### src/design/upsc_pkg.sv
/*
  Shared constants and types for the USB power, suspend and resume control.
  Assumes a 32-bit APB bus with word-aligned registers.
*/
package upsc_pkg;
  localparam int unsigned ADDR_W = 12;
  localparam int unsigned DATA_W = 32;
  localparam int unsigned REG_W = 8;
  // Register indices; byte address is four times the index
  localparam logic [ADDR_W-1:0] POWER_IDX = 12'h001;
  localparam logic [ADDR_W-1:0] MODE_IDX = 12'h002;
  localparam logic [ADDR_W-1:0] POWER_ADDR = POWER_IDX << 2;
  localparam logic [ADDR_W-1:0] MODE_ADDR = MODE_IDX << 2;
  // Power control field positions
  localparam int unsigned ISO_BIT = 7;
  localparam int unsigned SOFT_BIT = 6;
  localparam int unsigned BUSRST_BIT = 3;
  localparam int unsigned RESUME_BIT = 2;
  localparam int unsigned SUSPEND_BIT = 1;
  localparam int unsigned PWRDN_BIT = 0;
  localparam int unsigned HOST_BIT = 0;
  // Reserved fields and reset value
  localparam logic [3:0] HOST_RSVD = 4'h2;
  localparam logic [1:0] DEV_RSVD = 2'h2;
  localparam logic [REG_W-1:0] POWER_RESET = 8'h20;
  localparam logic [DATA_W-1:0] ZERO_WORD = 32'h0000_0000;
  localparam logic [DATA_W-REG_W-1:0] ZERO_HIGH = 24'h00_0000;
  // Resume durations software must keep
  localparam int unsigned RESUME_HOST_MS = 20;
  localparam int unsigned RESUME_DEV_NOM_MS = 10;
  localparam int unsigned RESUME_DEV_MAX_MS = 15;

  typedef enum logic [1:0] {
    ISO_IDLE = 2'b00,
    ISO_WAIT_SOF = 2'b01,
    ISO_ARMED = 2'b10
  } upsc_iso_state_t;
endpackage

### src/design/upsc_iso_if.sv
/*
  Carrier between the power control and the isochronous transmit gate.
  Assumes both ends share one clock.
*/
`timescale 1ns/1ps
`default_nettype none
interface upsc_iso_if;
  logic frameWaitEn;
  logic txPacketReady;
  logic epIsIso;
  logic sofToken;
  logic inToken;
  logic sendPacket;
  logic sendZeroLen;
  modport ctrl (
    output frameWaitEn, txPacketReady, epIsIso, sofToken, inToken,
    input sendPacket, sendZeroLen
  );
  modport gate (
    input frameWaitEn, txPacketReady, epIsIso, sofToken, inToken,
    output sendPacket, sendZeroLen
  );
endinterface
`default_nettype wire

### src/design/upsc_iso_gate.sv
/*
  Transmit gate that holds an isochronous packet until the next start of
  frame. Assumes token inputs are one-cycle pulses on the controller clock.
*/
`timescale 1ns/1ps
`default_nettype none
module upsc_iso_gate
  import upsc_pkg::*;
(
  // Clock and reset
  input wire logic clock,
  input wire logic rst,
  // Link to the power control
  upsc_iso_if.gate iso
);
  upsc_iso_state_t state_q;
  upsc_iso_state_t state_d;
  logic gated;
  logic holding;
  logic sendPacket_q;
  logic sendZeroLen_q;
  logic pktNow;
  logic zeroNow;

  // Only isochronous endpoints are ever held back
  assign gated = iso.frameWaitEn & iso.epIsIso;
  // A held packet is released the moment the enable or ready drops
  assign holding = gated & iso.txPacketReady;

  always_comb begin
    state_d = state_q;
    pktNow = 1'b0;
    zeroNow = 1'b0;
    case (state_q)
      ISO_IDLE: begin
        if (gated & iso.txPacketReady) begin
          state_d = ISO_WAIT_SOF;
          if (iso.sofToken) begin
            state_d = ISO_ARMED;
          end
          if (iso.inToken) begin
            zeroNow = 1'b1;
          end
        end else if (iso.txPacketReady & iso.inToken) begin
          pktNow = 1'b1;
        end
      end
      ISO_WAIT_SOF: begin
        if (!holding) begin
          pktNow = iso.txPacketReady & iso.inToken;
        end else if (iso.sofToken) begin
          state_d = ISO_ARMED;
        end else if (iso.inToken) begin
          zeroNow = 1'b1;
        end
      end
      ISO_ARMED: begin
        if (iso.inToken & iso.txPacketReady) begin
          pktNow = 1'b1;
          state_d = ISO_IDLE;
        end
      end
      default: begin
        state_d = ISO_IDLE;
      end
    endcase
    // Dropping the enable or the ready flag releases a held packet
    if (!gated | !iso.txPacketReady) begin
      if (state_q != ISO_IDLE) begin
        state_d = ISO_IDLE;
      end
    end
  end

  always_ff @(posedge clock) begin
    if (rst) begin
      state_q <= ISO_IDLE;
    end else begin
      state_q <= state_d;
    end
  end

  always_ff @(posedge clock) begin
    if (rst) begin
      sendPacket_q <= 1'b0;
      sendZeroLen_q <= 1'b0;
    end else begin
      sendPacket_q <= pktNow;
      sendZeroLen_q <= zeroNow;
    end
  end

  assign iso.sendPacket = sendPacket_q;
  assign iso.sendZeroLen = sendZeroLen_q;
endmodule
`default_nettype wire

### src/design/usb_power_suspend_resume_ctrl.sv
/*
  USB power control register with suspend, resume, bus reset, transceiver
  power-down, soft connect and isochronous frame wait, behind APB.
  Assumes link inputs are synchronous to clock and events are pulses.
*/
`timescale 1ns/1ps
`default_nettype none
module usb_power_suspend_resume_ctrl
  import upsc_pkg::*;
(
  // Clock and reset
  input wire logic clock,
  input wire logic rst,
  // APB slave
  input wire logic psel,
  input wire logic penable,
  input wire logic pwrite,
  input wire logic [upsc_pkg::ADDR_W-1:0] paddr,
  input wire logic [upsc_pkg::DATA_W-1:0] pwdata,
  output logic [upsc_pkg::DATA_W-1:0] prdata,
  output logic pready,
  output logic pslverr,
  // Bus events seen by the transceiver
  input wire logic busResetDetect,
  input wire logic suspendDetect,
  input wire logic intStatusRead,
  // Endpoint transmit side
  input wire logic txPacketReady,
  input wire logic epIsIso,
  input wire logic sofToken,
  input wire logic inToken,
  output logic sendPacket,
  output logic sendZeroLen,
  // Line and transceiver control
  output logic busResetDrive,
  output logic resumeDrive,
  output logic suspendActive,
  output logic phyPowerDown,
  output logic dataLineOe,
  output logic hostMode
);
  logic hostMode_q;
  logic busReset_q;
  logic resume_q;
  logic resumeActive_q;
  logic suspend_q;
  logic pwrDown_q;
  logic isoWait_q;
  logic softConnect_q;
  logic lineOe_q;
  logic busRstDrv_q;
  logic [DATA_W-1:0] prdata_q;
  logic [DATA_W-1:0] rdWord;
  logic [REG_W-1:0] powerRead;
  logic setupRead;
  logic wrStrobe;
  logic wrPower;
  logic wrMode;
  logic mapped;
  logic resumeSet;
  logic suspendClr;
  logic suspendSet;
  logic deviceMode;
  logic leaveHost;

  upsc_iso_if isoLink();

  // Bus decode; zero wait states, unmapped addresses answer an error
  assign mapped = (paddr == POWER_ADDR) | (paddr == MODE_ADDR);
  assign pready = 1'b1;
  assign pslverr = psel & penable & ~mapped;
  assign wrStrobe = psel & penable & pwrite;
  assign wrPower = wrStrobe & (paddr == POWER_ADDR);
  assign wrMode = wrStrobe & (paddr == MODE_ADDR);
  assign setupRead = psel & ~penable & ~pwrite;

  assign deviceMode = ~hostMode_q;

  // Drive must not outlive host mode by the register's extra cycle
  assign leaveHost = wrMode & ~pwdata[HOST_BIT];

  // Host-mode select; reset leaves the device layout in force
  always_ff @(posedge clock) begin
    if (rst) begin
      hostMode_q <= 1'b0;
    end else if (wrMode) begin
      hostMode_q <= pwdata[HOST_BIT];
    end
  end

  // Bus reset control only exists in host mode
  always_ff @(posedge clock) begin
    if (rst) begin
      busReset_q <= POWER_RESET[BUSRST_BIT];
    end else if (wrPower & hostMode_q) begin
      busReset_q <= pwdata[BUSRST_BIT];
    end else if (deviceMode) begin
      busReset_q <= 1'b0;
    end
  end

  // Software times the resume pulse; hardware does not end it
  assign resumeSet = wrPower & pwdata[RESUME_BIT] & ~resume_q;

  always_ff @(posedge clock) begin
    if (rst) begin
      resume_q <= POWER_RESET[RESUME_BIT];
    end else if (wrPower) begin
      resume_q <= pwdata[RESUME_BIT];
    end
  end

  // Resume is driven only if the set found the link suspended
  always_ff @(posedge clock) begin
    if (rst) begin
      resumeActive_q <= 1'b0;
    end else if (wrPower & ~pwdata[RESUME_BIT]) begin
      resumeActive_q <= 1'b0;
    end else if (resumeSet & suspend_q) begin
      resumeActive_q <= 1'b1;
    end
  end

  // Suspend: host writes one to set, device follows the bus
  assign suspendSet = hostMode_q ? (wrPower & pwdata[SUSPEND_BIT])
                                 : suspendDetect;
  assign suspendClr = resumeSet | (deviceMode & intStatusRead);

  always_ff @(posedge clock) begin
    if (rst) begin
      suspend_q <= POWER_RESET[SUSPEND_BIT];
    end else if (suspendSet) begin
      suspend_q <= 1'b1; // Set wins over a same-cycle clear
    end else if (suspendClr) begin
      suspend_q <= 1'b0;
    end
  end

  // Transceiver power-down; zero simply leaves the transceiver running
  always_ff @(posedge clock) begin
    if (rst) begin
      pwrDown_q <= POWER_RESET[PWRDN_BIT];
    end else if (wrPower) begin
      pwrDown_q <= pwdata[PWRDN_BIT];
    end
  end

  // Device-only fields; host writes there hit reserved bits
  always_ff @(posedge clock) begin
    if (rst) begin
      isoWait_q <= POWER_RESET[ISO_BIT];
      softConnect_q <= POWER_RESET[SOFT_BIT];
    end else if (wrPower & deviceMode) begin
      isoWait_q <= pwdata[ISO_BIT];
      softConnect_q <= pwdata[SOFT_BIT];
    end
  end

  // Registered line drive; host mode always drives the lines
  always_ff @(posedge clock) begin
    if (rst) begin
      lineOe_q <= 1'b0;
      busRstDrv_q <= 1'b0;
    end else begin
      lineOe_q <= hostMode_q | softConnect_q;
      busRstDrv_q <= hostMode_q & busReset_q & ~leaveHost;
    end
  end

  // Read view depends on the active layout
  always_comb begin
    if (hostMode_q) begin
      powerRead = {HOST_RSVD, busReset_q, resume_q, suspend_q, pwrDown_q};
    end else begin
      powerRead = {isoWait_q, softConnect_q, DEV_RSVD,
                   busResetDetect, resume_q, suspend_q, pwrDown_q};
    end
  end

  always_comb begin
    rdWord = ZERO_WORD;
    if (paddr == POWER_ADDR) begin
      rdWord = {ZERO_HIGH, powerRead};
    end else if (paddr == MODE_ADDR) begin
      rdWord[HOST_BIT] = hostMode_q;
    end
  end

  // Read data captured in setup so it comes from a flip-flop
  always_ff @(posedge clock) begin
    if (rst) begin
      prdata_q <= ZERO_WORD;
    end else if (setupRead) begin
      prdata_q <= rdWord;
    end
  end

  // Isochronous transmit gate, device mode only
  assign isoLink.frameWaitEn = isoWait_q & deviceMode;
  assign isoLink.txPacketReady = txPacketReady;
  assign isoLink.epIsIso = epIsIso;
  assign isoLink.sofToken = sofToken;
  assign isoLink.inToken = inToken;

  upsc_iso_gate isoGate (
    .clock(clock),
    .rst(rst),
    .iso(isoLink.gate)
  );

  assign prdata = prdata_q;
  assign sendPacket = isoLink.sendPacket;
  assign sendZeroLen = isoLink.sendZeroLen;
  assign busResetDrive = busRstDrv_q;
  assign resumeDrive = resumeActive_q;
  assign suspendActive = suspend_q;
  assign phyPowerDown = pwrDown_q;
  assign dataLineOe = lineOe_q;
  assign hostMode = hostMode_q;
endmodule
`default_nettype wire

### config.mk
export PLATFORM = sky130hd
export DESIGN_NAME = usb_power_suspend_resume_ctrl
export DESIGN_NICKNAME = d
export VERILOG_FILES = /design/src/design/upsc_pkg.sv /design/src/design/upsc_iso_if.sv /design/src/design/upsc_iso_gate.sv /design/src/design/usb_power_suspend_resume_ctrl.sv
export SDC_FILE = /design/constraint.sdc
export NUM_CORES = 1
export LEC_CHECK = 0
export BUFFER_PORTS_ARGS = -buffer_cell sky130_fd_sc_hd__buf_2
export CORE_AREA = 2 2 58 60
export CTS_CLUSTER_SIZE = 40
export DETAILED_ROUTE_END_ITERATION = 16
export DIE_AREA = 0 0 60 62
export GPL_TIMING_DRIVEN = 0
export PLACE_DENSITY = 0.83
export SLEW_MARGIN = 20
export SYNTH_ARGS = -nofsm -noshare
export SYNTH_HDL_FRONTEND = slang
export SYNTH_SLANG_ARGS = --single-unit
### constraint.sdc
create_clock -name clock -period 1.5 [get_ports clock]
set_clock_uncertainty 0.15 [all_clocks]
set_input_delay 0.075 -clock clock [delete_from_list [all_inputs] [get_ports clock]]
set_output_delay 0.075 -clock clock [all_outputs]
set_load 0.02 [all_outputs]
**Word level (Yosys, flattened, before mapping)**

Index checks and enable logic that the tools add are counted.

- Reductions and logical operators: 6
- Muxes and demuxes: 26
- Eq/ne operators: 5
- Bitwise logic cells: 34

Operator list:

| operator | number |
|---|---|
| $and 1x1->1 | 22 |
| $mux 1 | 14 |
| $mux 2 | 7 |
| $eq 12x3->1 const B | 1 |
| $eq 12x4->1 const B | 1 |
| $mux 8 | 1 |
| $not 1->1 | 8 |
| $mux 7 | 1 |
| $pmux 2 s3 | 1 |
| $or 1x1->1 | 4 |
| $reduce_bool 2->1 | 2 |
| $pmux 1 s3 | 1 |
| $eq 2x1->1 const B | 1 |
| $eq 2x2->1 const B | 1 |
| $logic_not 1->1 | 2 |
| $logic_not 2->1 | 1 |
| $ne 2x1->1 const B | 1 |
| $pmux 1 s2 | 1 |
| $reduce_or 2->1 | 1 |

- Output and inout port bits: 42
- Bits of input ports: 56
- Bits in registers: 46
- Word-level logic and storage cells: 85

**Longest topological paths before layout**

- Depth after elaboration: 8
- Gate-level depth with buffers: 5
- Mapped depth without buffers: 4

**By module**

From an unflattened synthesis, not the netlist that was laid out.

- Cell total of the unflattened synthesis: 134
- Area, all modules: 1142.3 sq um

Modules (own cells, without submodules):

| module | times used | area an instance (sq um) | seq. area each (sq um) | cells an instance |
|---|---|---|---|---|
| usb_power_suspend_resume_ctrl | 1 | 992.2 | 340.3 | 118 |
| upsc_iso_gate | 1 | 150.1 | 80.1 | 16 |

**Worst setup path before layout**

No wires, ideal clock.

- Path type: flip-flop to flip-flop
- Start: register hostMode_q, in the netlist hostMode
- End: register prdata_q[3], in the netlist prdata[3]
- Required time: 1233 ps
- Setup time: 117 ps
- Stages on the path, launching flop included: 4
- Buffers on the path: 1
- Clock period less this slack: 1524 ps
- Arrival: 1257 ps
- Setup slack: -24 ps
- Path through: dfxtp_1 -> clkbuf_1 -> mux2_2 -> a22o_1

- Word-level cells in the longest chain between the ends: 2

Ends and longest elaborated chain:

| element | RTL line | text |
|---|---|---|
| from (decl) | usb_power_suspend_resume_ctrl.sv:42 | `logic hostMode_q;` |
| from (signal assigned) | usb_power_suspend_resume_ctrl.sv:87 | `hostMode_q <= pwdata[HOST_BIT];` |
| $mux 8 | usb_power_suspend_resume_ctrl.sv:172 | `if (hostMode_q) begin` |
| $mux 7 | usb_power_suspend_resume_ctrl.sv:182 | `if (paddr == POWER_ADDR) begin` |
| to (signal assigned) | usb_power_suspend_resume_ctrl.sv:194 | `prdata_q <= rdWord;` |
| to (decl) | usb_power_suspend_resume_ctrl.sv:52 | `logic [DATA_W-1:0] prdata_q;` |

No other way between the ends.
A chain may end at the register's enable or synchronous reset.

**Worst setup path after layout**

Ends and elaborated chain as after synthesis.

==> out/metrics.cfg <==
[layout]
final_cell_mix = buf_2, buf_4, conb_1, dfxtp_1, dlygate4sd3_1
final_cells = 256
layout-drive-gt1-share_pct = 39.05
fin_util_pct = 52.38
area_growth_pct = 45.15
largest_reg_flops = 7
fillers = 304
fin_nets = 267
final_common_cell = buf_2
num_antenna_cells = 0

[routing]
first_pass_iters = 4
wl_per_cell_um = 9.574
drt_iter0_markers = 11
ant_nets = 0
drc = 0
wl_mm = 2.451
avgViaCountPerCell = 4.234
vias = 1084

[synth]
yosysTopAreaCell = dfxtp_1
synth-edff-count = 0
synth_top_family_by_area = simple AND/OR/NAND/NOR gates
synth_compound_area_share_pct = 14.18
yosysTopAreaCellShare_pct = 36.64
synth_xor_area_share_pct = 0.7634
yosysSeqAreaShare_pct = 36.64
synthMuxAreaShare_pct = 2.726
yosys-top-cells-area = dfxtp_1, buf_4, a22o_1
synth_ff_type = dfxtp_1
synth_simple_gate_area_share_pct = 25.30
synth_area_um2 = 1147
syn_area_per_cell_um2 = 9.106
yosysWarnings = 0
synth_fa_ha_area_share_pct = 0
synth_seq_cells = 21
syn_inst = 126
ys_async_sr_fraction_pct = 0
synth_cell_type_count = 38

[global_routing]
antenna_found_initial = 0
grt_pass1_vias = 930
globalRouteTotalUtil_pct = 12.79
grt_overflow = 0
grt_pass1_wl_mm = 3.643
grt_start_max_net_pins = 12

[cts]
cts_max_level = 1
clk_transition_reported_paths_ns = 0.11
numCtsBuffers = 3
cts_tree = done
hold_buffers = 12
worstSkewPairLatency_ns = 0.30
cts_buffer_depth = 2
cts_num_sinks = 21
post_cts_buffers = 0
cts-root-buf = clkbuf_4

[setup_path]
r2r_cells = 3
arrival_ns = 1.48
ff2ff_setup_slack_ns = 0.08
timing.rr.start = hostMode
r2r_end = prdata[3]
cp-startpoint = hostMode
crit_type = reg2reg
critPathMaxFanout = 10
crit_path_end = prdata[3]
start_kind = register
required_ns = 1.56
end_kind = register

[power_and_ir_drop]
p_comb_share_pct = 22.1
internal_power_mw = 0.7745
total_power_mw = 1.065
pwr-share-clk_pct = 25.1
vdd_drop_max_mv = 0.2223
p_seq_share_pct = 52.8
power_density_nw_per_um2 = 639.5
p_switching_mw = 0.2905
p_sw_share_pct = 27.28
leakage_nw = 0.8376

[placement]
portBuffers = 44
gp_congestion = 0.7469
dp_cells = 240
dp_hpwl_mm = 1.954

[die]
die-area_um2 = 3720
coreArea_um2 = 3179
die_h_um = 62
die_x_um = 60
core.rowCount = 21
pin_count = 98
initial_core_util_pct = 36.09

[outcome]
violations = negative hold slack
outcome = finished with violations

[timing]
period_needed_ns = 1.421
post-route-period-util_pct = 94.74
fmax_mhz = 703.7
setup_violations = 0
hold_ws_ns = -0.02507
hold_violations = 1
drv_slew = 0
rsz0062_at_grt = no

[min_path]
min_path_cells = 4
hp-class = in2reg

[flow_run]
maxCapViolCount = 0

==> synthesized netlist by cell type, types with 3 or more instances <==
cell type,number
a21oi_1,5
nand2_1,10
nand4_1,4
nor2b_1,4
nor2_1,7
buf_4,27
dfxtp_1,21
a22o_1,5
clkbuf_1,3
==> metal layers <==
metal | up-vias | part of all wire, % | global-route usage (%)
met5 | - | 0 | 0
met1 | 471 | 43 | 14.86
met3 | 2 | 6.9 | 1.863
met4 | 0 | 0.86 | 6.032
li1 | 565 | - | -
met2 | 46 | 49 | 23.14
==> worst max-delay path: stages, from the launching register on <==
cell and delay, ns:
dfxtp_1 0.41, clkbuf_2 0.23, mux2_2 0.35, a22o_1 0.19
==> cells by family (layout without fill, tap and decap cells) <==
kind of cell / count (synthesis) / after routing
buf+inv: 33 / 93
xor+xnor: 1 / 1
other cells: 2 / 26
compound gates: 22 / 22
simple gates: 44 / 44
flops: 21 / 21
mux: 3 / 3
==> how the worst min path moves through the flow <==
| stage | startpoint | endpoint | slack (ns) |
|---|---|---|---|
| 6_report | paddr[4] | isoWait_q | -0.03 |
| 4_1_cts | paddr[4] | isoWait_q | -0.04 |
| 3_5_place_dp | sofToken | isoGate.state_q[0] | 0.13 |
| 2_1_floorplan | sofToken | isoGate.state_q[0] | 0.004 |
| 5_1_grt | paddr[5] | isoWait_q | -0.03 |
| 3_3_place_gp | sofToken | isoGate.state_q[0] | 0.12 |
==> layout make-up <==
type	count	area [um2]	share of cell area (%)
clock buffer	4	26.28	1.578
inverter	2	7.507	0.4508
timing repair buffer	56	340.3	20.44
buffer	31	220.2	13.22
sequential	21	420.4	25.24
multi-input combinational	96	593.1	35.61
tap	46	57.56	3.456
==> metrics by stage <==
stage                     setup TNS (ns)  instance area, um2  setup WS (ns)
final                                  0                1665        0.07889
after global routing                   0                1665        0.01617
after CTS                              0                1663        0.09110
after detailed placement         -0.4153                1516        -0.1581
after global placement           -0.2758                1516        -0.1386
after floorplan                        0                1239        0.04881
==> repair_timing <==
| item | in CTS | in global routing |
|---|---|---|
| endpoints found under the hold margin | 15 | 1 |
| setup endpoints to repair | 0 | 2 |
| gates resized for setup | 0 | 1 |
==> power by group through the flow <==
stage	logic, mW	registers (mW)	clock network (mW)
floorplan	0.144	0.579	0
CTS	0.233	0.563	0.274
global route	0.256	0.563	0.294
detailed placement	0.211	0.575	0
global placement	0.209	0.575	0
finish	0.235	0.563	0.267
Power figures use the tool's default switching activity.
